<file path="config.mk">
export PLATFORM = sky130hd
export DESIGN_NAME = smc_device_flat
export DESIGN_NICKNAME = d
export VERILOG_FILES = /design/src/smc_pkg.sv /design/src/smc_link_if.sv /design/src/smc_device.sv /design/src/flat_wrapper.sv
export SDC_FILE = /design/constraint.sdc
export NUM_CORES = 1
export LEC_CHECK = 0
export ABC_AREA = 1
export BUFFER_PORTS_ARGS = -buffer_cell sky130_fd_sc_hd__buf_4
export CAP_MARGIN = 30
export CORE_MARGIN = 2
export CORE_UTILIZATION = 46
export DETAILED_ROUTE_END_ITERATION = 16
export GPL_TIMING_DRIVEN = 1
export PLACE_DENSITY = 0.72
export REMOVE_ABC_BUFFERS = 1
export SYNTH_ARGS = -nofsm -noshare
export SYNTH_HDL_FRONTEND = slang
export SYNTH_SLANG_ARGS = --single-unit
</file>
<file path="constraint.sdc">
create_clock -name REF_CLK_I -period 1.5 [get_ports REF_CLK_I]
set_input_delay 0.375 -clock REF_CLK_I [delete_from_list [all_inputs] [get_ports REF_CLK_I]]
set_output_delay 0.375 -clock REF_CLK_I [all_outputs]
set_load 0.01 [all_outputs]
</file>
<file path="src/smc_pkg.sv">
package smc_pkg;

    // =========================================================
    // Register map and field layout
    // =========================================================
    localparam logic [15:0] SMC_SETTLE_ADDR  = 16'hfffa;
    localparam logic [7:0]  SMC_SETTLE_RST   = 8'h04;
    localparam int          SMC_SEL_W        = 3;
    localparam logic [2:0]  SMC_SEL_MAX      = 3'h4;

    // =========================================================
    // Wait lengths as powers of two of the main clock
    // =========================================================
    localparam int          SMC_CNT_W        = 18;
    localparam logic [4:0]  SMC_EXP_SEL0     = 5'h0c;
    localparam logic [4:0]  SMC_EXP_SEL1     = 5'h0e;
    localparam logic [4:0]  SMC_EXP_SEL2     = 5'h0f;
    localparam logic [4:0]  SMC_EXP_SEL3     = 5'h10;
    localparam logic [4:0]  SMC_EXP_SEL4     = 5'h11;

    // =========================================================
    // Controller registers reached over APB
    // =========================================================
    localparam logic [7:0]  SMC_CTRL_OFS     = 8'h00;
    localparam logic [7:0]  SMC_STAT_OFS     = 8'h04;
    localparam logic [7:0]  SMC_DATA_OFS     = 8'h08;
    localparam int          SMC_CMD_HALT     = 0;
    localparam int          SMC_CMD_STOP     = 1;
    localparam int          SMC_CMD_WRSEL    = 2;
    localparam int          SMC_CMD_RDSEL    = 3;

    // =========================================================
    // Peripheral clock selections seen in light sleep
    // =========================================================
    localparam logic [1:0]  SMC_INTP_DIV64   = 2'h2;
    localparam logic [1:0]  SMC_INTP_DIV128  = 2'h3;

    typedef enum logic [2:0] {
        SMC_RUN,
        SMC_HALT,
        SMC_STOP,
        SMC_OSC_START,
        SMC_SETTLE
    } smc_mode_t;

endpackage : smc_pkg

</file>
<file path="src/smc_link_if.sv">
`timescale 1ns/1ns
interface smc_link_if;
    logic        halt_exec;
    logic        stop_exec;
    logic        wake_req;
    logic        sel_wr;
    logic        sel_rd;
    logic [15:0] addr;
    logic [7:0]  wdata;
    logic [7:0]  rdata;
    logic        busy;
    logic        cpu_clk_en;

    modport device (input halt_exec, stop_exec, wake_req, sel_wr, sel_rd,
                    addr, wdata,
                    output rdata, busy, cpu_clk_en);
    modport core (output halt_exec, stop_exec, wake_req, sel_wr, sel_rd,
                  addr, wdata,
                  input rdata, busy, cpu_clk_en);
endinterface : smc_link_if

</file>
<file path="src/smc_device.sv">
// Added by the designer: the mode sequencer and light-sleep peripheral gating behind the link.
`timescale 1ns/1ns
module smc_device
    import smc_pkg::*;
(
    input  wire logic       REF_CLK_I,
    input  wire logic       RST_I,
    smc_link_if.device      LINK,
    input  wire logic       ON_SUB_CLK_I,
    input  wire logic       IRQ_PENDING_I,
    input  wire logic       OSC_RUNNING_I,
    input  wire logic       TMR_EXT_SEL_I,
    input  wire logic       SIO_EXT_SEL_I,
    input  wire logic [1:0] INTP_CLK_SEL_I,
    output logic            MAIN_OSC_EN_O,
    output logic            SLEEPING_O,
    output logic            TMR_RUN_O,
    output logic            SIO_RUN_O,
    output logic            INTP_RUN_O,
    output logic [2:0]      MODE_O
);

    typedef struct packed {
        smc_mode_t              mode;
        logic [SMC_SEL_W-1:0]   sel;
        logic [SMC_CNT_W-1:0]   cnt;
        logic [7:0]             rdata;
        logic                   main_stopped;
    } smc_dev_state_t;

    smc_dev_state_t s_q;
    smc_dev_state_t s_d;
    logic [4:0]     exp_w;

    // =========================================================
    // Wait length decode
    // =========================================================
    always_comb
    begin
        case (s_q.sel)
            3'h0:    exp_w = SMC_EXP_SEL0;
            3'h1:    exp_w = SMC_EXP_SEL1;
            3'h2:    exp_w = SMC_EXP_SEL2;
            3'h3:    exp_w = SMC_EXP_SEL3;
            default: exp_w = SMC_EXP_SEL4; // Prohibited codes fall to longest
        endcase
    end

    // =========================================================
    // Mode sequencer
    // =========================================================
    always_comb
    begin
        s_d = s_q;
        // Only the byte-wide select port can change the field
        if (LINK.sel_wr && LINK.addr == SMC_SETTLE_ADDR)
        begin
            s_d.sel = LINK.wdata[SMC_SEL_W-1:0];
        end
        if (LINK.sel_rd && LINK.addr == SMC_SETTLE_ADDR)
        begin
            s_d.rdata = {5'h00, s_q.sel};
        end
        case (s_q.mode)
            SMC_RUN:
            begin
                if (LINK.stop_exec && !ON_SUB_CLK_I)
                begin
                    if (IRQ_PENDING_I)
                    begin
                        // Oscillator never stops, but the wait still applies
                        s_d.mode = SMC_SETTLE;
                        s_d.cnt  = '0;
                    end
                    else
                    begin
                        s_d.mode = SMC_STOP;
                        s_d.main_stopped = 1'b1;
                    end
                end
                else if (LINK.halt_exec)
                begin
                    s_d.mode = SMC_HALT;
                end
            end
            SMC_HALT:
            begin
                if (LINK.wake_req)
                begin
                    s_d.mode = SMC_RUN;
                end
            end
            SMC_STOP:
            begin
                if (LINK.wake_req || IRQ_PENDING_I)
                begin
                    s_d.mode = SMC_OSC_START;
                    s_d.main_stopped = 1'b0;
                end
            end
            SMC_OSC_START:
            begin
                // Start-up time is uncounted, so wait for oscillation
                if (OSC_RUNNING_I)
                begin
                    s_d.mode = SMC_SETTLE;
                    s_d.cnt  = '0;
                end
            end
            SMC_SETTLE:
            begin
                s_d.cnt = s_q.cnt + 1'b1;
                if (s_q.cnt == (SMC_CNT_W'(1) << exp_w) - 1'b1)
                begin
                    s_d.mode = SMC_RUN;
                end
            end
            default:
            begin
                s_d.mode = SMC_RUN;
            end
        endcase
    end

    always_ff @(posedge REF_CLK_I)
    begin
        if (RST_I)
        begin
            s_q.mode         <= SMC_RUN;
            s_q.sel          <= SMC_SETTLE_RST[SMC_SEL_W-1:0];
            s_q.cnt          <= '0;
            s_q.rdata        <= '0;
            s_q.main_stopped <= 1'b0;
        end
        else
        begin
            s_q <= s_d; // Sleep touches no other state
        end
    end

    // =========================================================
    // Outputs and light-sleep peripheral gating
    // =========================================================
    assign LINK.rdata      = s_q.rdata;
    assign LINK.busy       = (s_q.mode != SMC_RUN);
    assign LINK.cpu_clk_en = (s_q.mode == SMC_RUN);
    assign MAIN_OSC_EN_O   = !s_q.main_stopped;
    assign SLEEPING_O      = (s_q.mode != SMC_RUN);
    assign MODE_O          = s_q.mode;

    // Halt: TMR stops on sub clock with main osc off, SIO whenever main osc off, unless external; INTP runs only on main clock at /64 or /128
    assign TMR_RUN_O  = !(s_q.mode == SMC_HALT && ON_SUB_CLK_I
                          && !OSC_RUNNING_I) || TMR_EXT_SEL_I;
    assign SIO_RUN_O  = !(s_q.mode == SMC_HALT && !OSC_RUNNING_I)
                        || SIO_EXT_SEL_I;
    assign INTP_RUN_O = (s_q.mode != SMC_HALT)
                        || (!ON_SUB_CLK_I
                            && (INTP_CLK_SEL_I == SMC_INTP_DIV64
                                || INTP_CLK_SEL_I == SMC_INTP_DIV128));

endmodule : smc_device

</file>
<file path="src/flat_wrapper.sv">
// flat-port wrapper written by rule: the top's interface ports become plain ports
module smc_device_flat import smc_pkg::*;
  (REF_CLK_I, RST_I, ON_SUB_CLK_I, IRQ_PENDING_I, OSC_RUNNING_I, TMR_EXT_SEL_I, SIO_EXT_SEL_I, INTP_CLK_SEL_I, MAIN_OSC_EN_O, SLEEPING_O, TMR_RUN_O, SIO_RUN_O, INTP_RUN_O, MODE_O, LINK_halt_exec, LINK_stop_exec, LINK_wake_req, LINK_sel_wr, LINK_sel_rd, LINK_addr, LINK_wdata, LINK_rdata, LINK_busy, LINK_cpu_clk_en);
  smc_link_if LINK_i ();
  input  wire logic REF_CLK_I;
  input  wire logic RST_I;
  input  wire logic ON_SUB_CLK_I;
  input  wire logic IRQ_PENDING_I;
  input  wire logic OSC_RUNNING_I;
  input  wire logic TMR_EXT_SEL_I;
  input  wire logic SIO_EXT_SEL_I;
  input  wire logic [1:0] INTP_CLK_SEL_I;
  output logic MAIN_OSC_EN_O;
  output logic SLEEPING_O;
  output logic TMR_RUN_O;
  output logic SIO_RUN_O;
  output logic INTP_RUN_O;
  output logic [2:0] MODE_O;
  input wire logic [$bits(LINK_i.halt_exec)-1:0] LINK_halt_exec;
  input wire logic [$bits(LINK_i.stop_exec)-1:0] LINK_stop_exec;
  input wire logic [$bits(LINK_i.wake_req)-1:0] LINK_wake_req;
  input wire logic [$bits(LINK_i.sel_wr)-1:0] LINK_sel_wr;
  input wire logic [$bits(LINK_i.sel_rd)-1:0] LINK_sel_rd;
  input wire logic [$bits(LINK_i.addr)-1:0] LINK_addr;
  input wire logic [$bits(LINK_i.wdata)-1:0] LINK_wdata;
  output wire logic [$bits(LINK_i.rdata)-1:0] LINK_rdata;
  output wire logic [$bits(LINK_i.busy)-1:0] LINK_busy;
  output wire logic [$bits(LINK_i.cpu_clk_en)-1:0] LINK_cpu_clk_en;
  assign LINK_i.halt_exec = LINK_halt_exec;
  assign LINK_i.stop_exec = LINK_stop_exec;
  assign LINK_i.wake_req = LINK_wake_req;
  assign LINK_i.sel_wr = LINK_sel_wr;
  assign LINK_i.sel_rd = LINK_sel_rd;
  assign LINK_i.addr = LINK_addr;
  assign LINK_i.wdata = LINK_wdata;
  assign LINK_rdata = LINK_i.rdata;
  assign LINK_busy = LINK_i.busy;
  assign LINK_cpu_clk_en = LINK_i.cpu_clk_en;
  smc_device u_core (.REF_CLK_I(REF_CLK_I), .RST_I(RST_I), .LINK(LINK_i), .ON_SUB_CLK_I(ON_SUB_CLK_I), .IRQ_PENDING_I(IRQ_PENDING_I), .OSC_RUNNING_I(OSC_RUNNING_I), .TMR_EXT_SEL_I(TMR_EXT_SEL_I), .SIO_EXT_SEL_I(SIO_EXT_SEL_I), .INTP_CLK_SEL_I(INTP_CLK_SEL_I), .MAIN_OSC_EN_O(MAIN_OSC_EN_O), .SLEEPING_O(SLEEPING_O), .TMR_RUN_O(TMR_RUN_O), .SIO_RUN_O(SIO_RUN_O), .INTP_RUN_O(INTP_RUN_O), .MODE_O(MODE_O));
endmodule
</file>
* Yosys cells after proc, flatten, opt, wreduce, memory -nomap -nowiden
Index checks and enable logic that the tools add are counted.
** Storage, ports and cells
- Flip-flop bits (word level) :: 28
- Bits of input ports :: 38
- Output and inout port bits :: 18
- Logic and storage cells :: 70
** Operators by class
- Add/sub/neg operators :: 2
- Eq/ne operators :: 20
- Shift operators :: 1
- Mux-type cells :: 17
- Reduce and logical (&&, ||, !) cells :: 25
** Operators with widths (number)
- $mux W18 :: 3
- $pmux W18 S3 :: 1
- $mux W3 :: 7
- $pmux W5 S4 :: 1
- $add A18 B1 Y18 const B :: 1
- $eq A18 B18 Y1 :: 1
- $shl A1 B5 Y18 const A :: 1
- $sub A18 B1 Y18 const B :: 1
- $eq A16 B16 Y1 const B :: 1
- $pmux W3 S5 :: 1
- $eq A3 B2 Y1 const B :: 4
- $ne A2 B2 Y1 const B :: 4
- $reduce_and A4 Y1 :: 2
- $logic_and A1 B1 Y1 :: 7
- $eq A3 B1 Y1 const B :: 2
- $logic_not A3 Y1 :: 2
- $ne A2 B1 Y1 const B :: 3
- $reduce_bool A3 Y1 :: 2
- $logic_not A1 Y1 :: 5
- $logic_or A1 B1 Y1 :: 5
- $reduce_and A5 Y1 :: 1
- $eq A2 B2 Y1 const B :: 2
- $eq A3 B3 Y1 const B :: 1
- $mux W1 :: 3
- other kinds (4) :: 4

* Depth between registers and ports, before layout
Gate-level depths: netlist of run 1.
- Depth after elaboration :: 7
- Mapped depth :: 11
- Mapped depth without buffers :: 11

* Least setup slack after synthesis of run 1
No wires, ideal clock.
- Path kind :: register to register
- From :: reg u_core.s_q[9] (netlist name)
- To :: reg u_core.s_q, in the netlist u_core.MODE_O[0]
- Library setup time :: 0.115 ns
- Data arrival time :: 1.261 ns
- Data required time :: 1.385 ns
- Path slack :: 0.124 ns
- Stages on the path, launching flop included :: 11
- Path buffers :: 0
- Period minus slack after synthesis :: 1.376 ns
- Cell sequence :: dfxtp_1 ha_1 inv_1 nor2_1 nand3_1 nor2_1 nand2_1 nand2_2 nand3_1 nand2_1 nor2_1
** Between the ends
- Cells in the longest elaborated chain, start to end :: 3
** RTL lines
- start, declared :: RTL line smc_device.sv:31 : smc_dev_state_t s_q;
- $eq A18 B18 Y1 :: RTL line smc_device.sv:113 : if (s_q.cnt == (SMC_CNT_W'(1) << exp_w) - 1'b1)
- $ne A2 B1 Y1 (no source line)
- $reduce_and A5 Y1 (no source line)
Every way passes these cells.
A chain may end at the register's enable or synchronous reset.

* Final worst setup path of run 1
- From :: reg u_core.s_q, in the netlist u_core.MODE_O[2]
- To :: out SIO_RUN_O
** Between the ends
- Cells in the longest elaborated chain, start to end :: 4
** RTL lines
- $eq A3 B1 Y1 :: RTL line smc_device.sv:154 : assign SIO_RUN_O = !(s_q.mode == SMC_HALT && !OSC_RUNNING_I)
- $logic_and A1 B1 Y1 :: RTL line smc_device.sv:154
- $logic_not A1 Y1 :: RTL line smc_device.sv:154
- $logic_or A1 B1 Y1 :: RTL line smc_device.sv:155 : || SIO_EXT_SEL_I;
- end, declared :: RTL line flat_wrapper.sv:16 : output logic SIO_RUN_O;
Every way passes these cells.

==> results of run 1 <==
registers in the layout, summed over array words and instances, names as in the netlist:
register           count
u_core.LINK.rdata      3
u_core.s_q            22
u_core.MODE_O          3
worst min path at each step:
| stage | endpoint | depth (start not counted) |
|---|---|---|
| floorplan | u_core.MODE_O[2] | 1 |
| global placement | u_core.s_q[10] | 2 |
| detailed placement | u_core.LINK.rdata[2] | 2 |
| CTS | u_core.s_q[29] | 3 |
| global route | u_core.s_q[29] | 3 |
| finish | u_core.s_q[29] | 3 |
cell usage in the layout (no fill, tap or decap), types with 5 or more instances in the layout:
master and count:
nor2_1 41, nand2_1 59, conb_1 5, a21oi_1 11, nand4_1 8, nand3_1 17, o21ai_1 6, nor3_1 6
buf_4 66, inv_2 6, buf_6 9, o21ai_0 9, inv_1 32, nor2_2 5, nand2_2 9, dfxtp_1 22
per-stage QoR:
stage / area (µm²) / cells / setup TNS (ns) / hold slack, ns / util, %
2_1_floorplan: 1720 / 273 / -0.146 / 0.444 / -
3_3_place_gp: 2260 / 384 / -0.00134 / 0.472 / 60.3
3_5_place_dp: 2260 / 384 / -0.0657 / 0.481 / 60.3
4_1_cts: 2380 / 392 / -0.119 / 0.292 / 63.7
5_1_grt: 2590 / 402 / -0.856 / 0.288 / 69.3
6_report: 2590 / 402 / -0.197 / 0.293 / 69.3
cells by family after synthesis:
logic type | Yosys count
compound gates | 35
fa+ha+maj | 1
buf+inv | 57
flops | 28
other cells | 1
simple gates | 163
power by group through the flow:
| stage | logic [mW] | registers (mW) | clock network, mW |
|---|---|---|---|
| final | 1.66 | 0.859 | 0.485 |
| after global routing | 1.78 | 0.865 | 0.518 |
| after CTS | 1.27 | 0.854 | 0.495 |
| after detailed placement | 1.15 | 0.848 | 0 |
| after global placement | 1.14 | 0.848 | 0 |
| after floorplan | 0.627 | 0.876 | 0 |
tightest hold or removal path: cells and delay by family:
kind	cells	cell delay, ns
buf+inv	1	0.08
simple gates	2	0.09
final cells by class:
type | instances | area [µm²]
multi-input combinational | 205 | 1140
sequential | 28 | 573
tap | 48 | 60.1
timing repair buffer | 75 | 597
clock buffer | 4 | 55.1
inverter | 41 | 166
timing repair inverter | 1 | 6.26
fill | 318 | 1150
routing by layer:
metal | wire length (µm) | part of all wire, % | track usage, %
met5 | 0 | 0 | 0
met4 | 77 | 1.7 | 8.67
met3 | 167 | 3.7 | 1.83
met2 | 2210 | 49 | 35.4
met1 | 2040 | 45 | 24.7
repair_timing:
item                       CTS  global route
hold buffers                 0             0
pin swaps                    2             9
setup buffers                4             8
setup endpoints to repair    8            17
resized for setup           13            39
gates cloned                 0             2
==> results.md, run 1 <==
- Hold Startpoint: LINK_wdata[2]
- Yosys top cell area share: 30.5%
- Dpl hpwl: 3180 µm
- Endpoint type of the worst setup path: output pin
- Die H: 67.2 µm
- Post-route worst setup slack: -0.0612 ns
- Row count: 22
- Critical path class: reg -> out
- Tot Pwr: 3.00 mW
- Highest Clock Rate: 0.641 GHz
- Post-route antenna net violation count: 0
- Final Hold Vio Count: 0
- Initial Util: 49.0%
- Syn avg cell area: 6.44 µm²
- Longest Clk Path Bufs: 2
- Comb power frac: 55.2%
- R2R setup slack: 0.02 ns
- Boundary pin count: 56
- DRC: 0
- Top_reg_cell synth: dfxtp_1
- CP Depth: 3
- CP Max Fanout: 4
- Root Buffer: clkbuf_8
- Final setup vio count: 4
- Post-Syn Area: 1840 µm²
- Final Max Tran Viols: 0
- Min Tclk post-route: 1.56 ns
- Worst Setup SP: u_core.MODE_O[2]
- Initial antenna violation count: 0
- Final Routed Wirelength: 4490 µm
- Count leader, synth: nand2_1
- Antenna cells: 0
- Compound-Gate Fraction of Synth Area: 11.3%
- Total of max-cap violations: 0
- Multiplexer share of the synthesized area: 0%
- Number of vias per cell: 4.92
- Worst Hold Class: in -> reg
- Top cell type by total area after synthesis: dfxtp_1
- Worst setup SP type: register
- Place WS: -0.0267 ns
- GRT Resource Usage Total: 20.0%
- Reg power frac: 28.6%
- Number of I/O port buffers: 44
- Reg2Reg Depth: 10
- Synth cell types: 30
- Clock sink count: 28
- Clk slew on worst S/H paths: 0.10 ns
- Cell family contributing the most delay on the critical path: flip-flops
- Power Dens Cells: 1160 nW/µm²
- Fraction of layout cells with a size suffix above 1: 38.4%
- Warning count from the yosys run: 0
- Slowest CP cell: dfxtp_4
- Crit path cell chain: nor4_4 > nand2_1 > buf_6
- First-pass GRT wire length: 7130 µm
- Seq cells post-synth: 28
- Post-synthesis xor/xnor area fraction: 0%
- Worst skew pair latency: 0.28 ns
- Pleak: 1.11 nW
- Pin count of the biggest net entering global routing: 16
- Syn Inst Count: 285
- Die area: 4510 µm²
- Status: finished with violations
- Largest family of logic cells by synthesized area: simple AND/OR/NAND/NOR gates
- Crit path required time: 1.12 ns
- Grt ovf: 0
- Async SR Flop Fraction: 0%
- Core area: 3740 µm²
- Post-synthesis sequential area ratio: 30.5%
- Die Wd: 67.2 µm
- TritonCTS clock tree: built
- Initial DRC Count: 90
- RR Endpoint: u_core.s_q[19]
- Total CTS buffers: 3
- Worst Setup EP: SIO_RUN_O
- Critical Path Max Stage Delay: 0.39 ns
- P_int: 1.80 mW
- WL/cell: 11.2 µm
- Worst flop-to-flop path startpoint: u_core.MODE_O[1]
- Vias: 1977
- Synth area leaders: dfxtp_1 (31%), nand2_1 (12%), nor2_1 (9.0%)
- Layout Skew: 0.00249 ns
- Unrepaired setup endpoints after global routing: yes
- Detailed Routing Iterations Pass 1: 4
- GP Congestion: 0.809
- Clock power frac: 16.2%
- Failing checks: setup timing
- Area growth from synthesis to layout: 41.4%
- Post-synth top cells: nand2_1 (60), nor2_1 (44), inv_1 (33), dfxtp_1 (28), nand3_1 (20)
- Number of global-route vias before repair: 1819
- H-tree levels: 1
- Post-synth EDFFs: 0
- Maximum VDD drop: 0.880 mV
- Synth Area in Adders: 0.682%
- Post-Synth Simple-Gate Area: 41.8%
- Buf/Inv on CP: 1
- Nets: 394
- Sw Pwr: 1.20 mW
- Critical Path AT: 1.19 ns
- Period utilization: 104%
- Sw Share: 39.8%
(Power assumes the default switching activity.)
==> run 2, diff against run 1 <==
Settings changed: TNS_END_PERCENT set to 5.
==> run 2 against run 1 <==
  * The flow still finishes with violations (setup timing)
  * Critical endpoint unchanged
  * Clock skew up 0.0026 ns
  * Die area is the same
  * Register-to-register slack is essentially flat
  * Cell area fell by 7.5%
  * Clock power fell by 1%
  * Non-clock buffer count is 11 lower
  * Critical path depth did not move
  * Largest power group unchanged
  * Sequential share of layout area rose by 1.8 points
  * Via count decreased by 4.2%
==> results.md, run 2 (synthesis results as in run 1) <==
- Pin count of the biggest net entering global routing: 16 (unchanged)
- Dpl hpwl: 3180 µm (unchanged)
- Maximum VDD drop: 0.727 mV (-17%)
- Clock sink count: 28 (unchanged)
- CP Max Fanout: 4 (unchanged)
- Number of global-route vias before repair: 1810 (-0.49%)
- Most common cell after layout, fill and taps aside: buf_4
- Largest reg by FF count: u_core.s_q
- Hold Startpoint: LINK_wdata[2]
- Die area: 4510 µm² (unchanged)
- Max FFs per register: 22 (unchanged)
- Period utilization: 104% (+0.22 points)
- Place WS: -0.0267 ns (unchanged)
- Sw Pwr: 1.02 mW (-15%)
- Total of max-cap violations: 0 (unchanged)
- Antenna cells: 0 (unchanged)
- Pleak: 1.03 nW (-7.1%)
- Most frequent cells in the layout: buf_4 (62), nand2_1 (60), nor2_1 (41)
- Hold_buf cts: 0 (unchanged)
- Worst flop-to-flop path startpoint: u_core.MODE_O[1]
- Placed insts: 384 (unchanged)
- Boundary pin count: 56 (unchanged)
- Critical Path Max Stage Delay: 0.39 ns (about the same)
- Row count: 22 (unchanged)
- Post-route antenna net violation count: 0 (unchanged)
- Clock power frac: 18.5% (+2.3 points)
- Number of I/O port buffers: 44 (unchanged)
- Detailed Routing Iterations Pass 1: 4 (unchanged)
- Critical path class: reg -> out
- Root Buffer: clkbuf_8
- Worst setup SP type: register
- Clk slew on worst S/H paths: 0.10 ns (about the same)
- Longest Clk Path Bufs: 2 (unchanged)
- Core area: 3740 µm² (unchanged)
- Hold Path End: u_core.s_q[29]
- Reg2Reg Depth: 8 (-2)
- Min Tclk post-route: 1.56 ns (+0.00325 ns)
- Crit path cell chain: nor4_4 > nand2_1 > buf_6
- Unrepaired setup endpoints after global routing: yes
- Grt ovf: 0 (unchanged)
- Power Dens Cells: 1080 nW/µm² (-6.6%)
- R2R setup slack: 0.02 ns (about the same)
- Final Routed Wirelength: 4120 µm (-8.4%)
- Slowest CP cell: dfxtp_4
- Final Max Tran Viols: 0 (unchanged)
- Nets: 381 (-3.3%)
- Fraction of layout cells with a size suffix above 1: 34.6% (-3.8 points)
- Number of vias per cell: 4.87 (-1.0%)
- Vias: 1893 (-4.2%)
- Critical Path AT: 1.19 ns (about the same)
- P_int: 1.58 mW (-13%)
- Failing checks: setup timing
- Initial Util: 49.0% (unchanged)
- Post-route worst setup slack: -0.0644 ns (-0.00325 ns)
- Crit path required time: 1.12 ns (about the same)
- Endpoint type of the worst setup path: output pin
- Total CTS buffers: 3 (unchanged)
- Worst skew pair latency: 0.28 ns (about the same)
- Highest Clock Rate: 0.639 GHz (-0.21%)
- TritonCTS clock tree: built
- Area growth from synthesis to layout: 30.7%
- Worst Hold Class: in -> reg
- Fill cells: 366 (+15%)
- Status: finished with violations
- Die Wd: 67.2 µm (unchanged)
- RR Endpoint: u_core.s_q[19]
- Reg power frac: 33.3% (+4.7 points)
- Comb power frac: 48.2% (-7.0 points)
- Sw Share: 39.2% (-0.64 points)
- GP Congestion: 0.809 (unchanged)
- Final setup vio count: 4 (unchanged)
- H-tree levels: 1 (unchanged)
- Initial DRC Count: 55 (-39%)
- Layout Skew: 0.00506 ns (+0.00257 ns)
- Die H: 67.2 µm (unchanged)
- GRT Resource Usage Total: 20.0% (unchanged)
- DRC: 0 (unchanged)
- WL/cell: 10.6 µm (-5.3%)
- Tot Pwr: 2.59 mW (-14%)
- First-pass GRT wire length: 7110 µm (-0.20%)
- Hold path depth: 3 (unchanged)
- Final Hold Vio Count: 0 (unchanged)
- Initial antenna violation count: 0 (unchanged)
- Non-filler cells, final: 389 (-3.2%)
## run 2: changes by cell type in the layout (fill, tap and decap cells not counted), moves of 3 or more
cell     before  now
buf_6         9    2
buf_4        66   62
o21ai_0       9   12
o21ai_4       3    0
## run 2: stage by stage
stage                     hold WS, ns  setup TNS [ns]  util (%)  cell area (µm²)
after floorplan                 0.444          -0.146         -             1720
after global placement          0.472        -0.00134      60.3             2260
after detailed placement        0.481         -0.0657      60.3             2260
after CTS                       0.292          -0.147      63.1             2360
after global routing            0.288          -0.653      64.1             2400
final                           0.298          -0.140      64.1             2400
## run 2: area by class of cell
class                      count  area [µm²]  share of cell area [%]
timing repair buffer          64         488                    20.3
tap                           48        60.1                    2.50
inverter                      41         164                    6.83
multi-input combinational    204        1060                    44.2
sequential                    28         573                    23.9
clock buffer                   4        55.1                    2.29
## run 2: worst max path at each step
stage | from | to | cells past startpoint | slack (ns)
global placement | ON_SUB_CLK_I | u_core.s_q[19] | 9 | -0.001
global route | u_core.MODE_O[0] | SIO_RUN_O | 4 | -0.15
finish | u_core.MODE_O[2] | SIO_RUN_O | 3 | -0.06
detailed placement | ON_SUB_CLK_I | u_core.s_q[19] | 9 | -0.03
floorplan | u_core.MODE_O[1] | u_core.s_q[19] | 7 | -0.05
CTS | u_core.MODE_O[2] | SIO_RUN_O | 3 | -0.06
## run 2: power groups by stage
stage               Sequential (mW)  Clock (mW)  Combinational (mW)
floorplan                     0.876           0               0.627
global placement              0.848           0                1.14
detailed placement            0.848           0                1.15
CTS                           0.859       0.495                1.22
global route                  0.870       0.518                1.38
finish                        0.863       0.479                1.25
## run 2: per-layer routing
| metal | GRT usage (%) | up-vias | wire, µm |
|---|---|---|---|
| met5 | 0 | - | 0 |
| li1 | - | 1000 | - |
| met1 | 24.9 | 835 | 1890 |
| met4 | 8.93 | 0 | 80 |
| met3 | 1.67 | 6 | 173 |
| met2 | 35.1 | 52 | 1980 |
## run 2: worst max-delay path: cells and delay by family, from the launching register on
kind          cells  cell delay, ns
flops             1            0.39
simple gates      2            0.39
buf+inv           1            0.13
## run 2: what timing repair did
action,in CTS,in global routing
buffers inserted,1,0
gates resized for setup,13,14
pin swaps,2,4
setup endpoints to repair,8,17
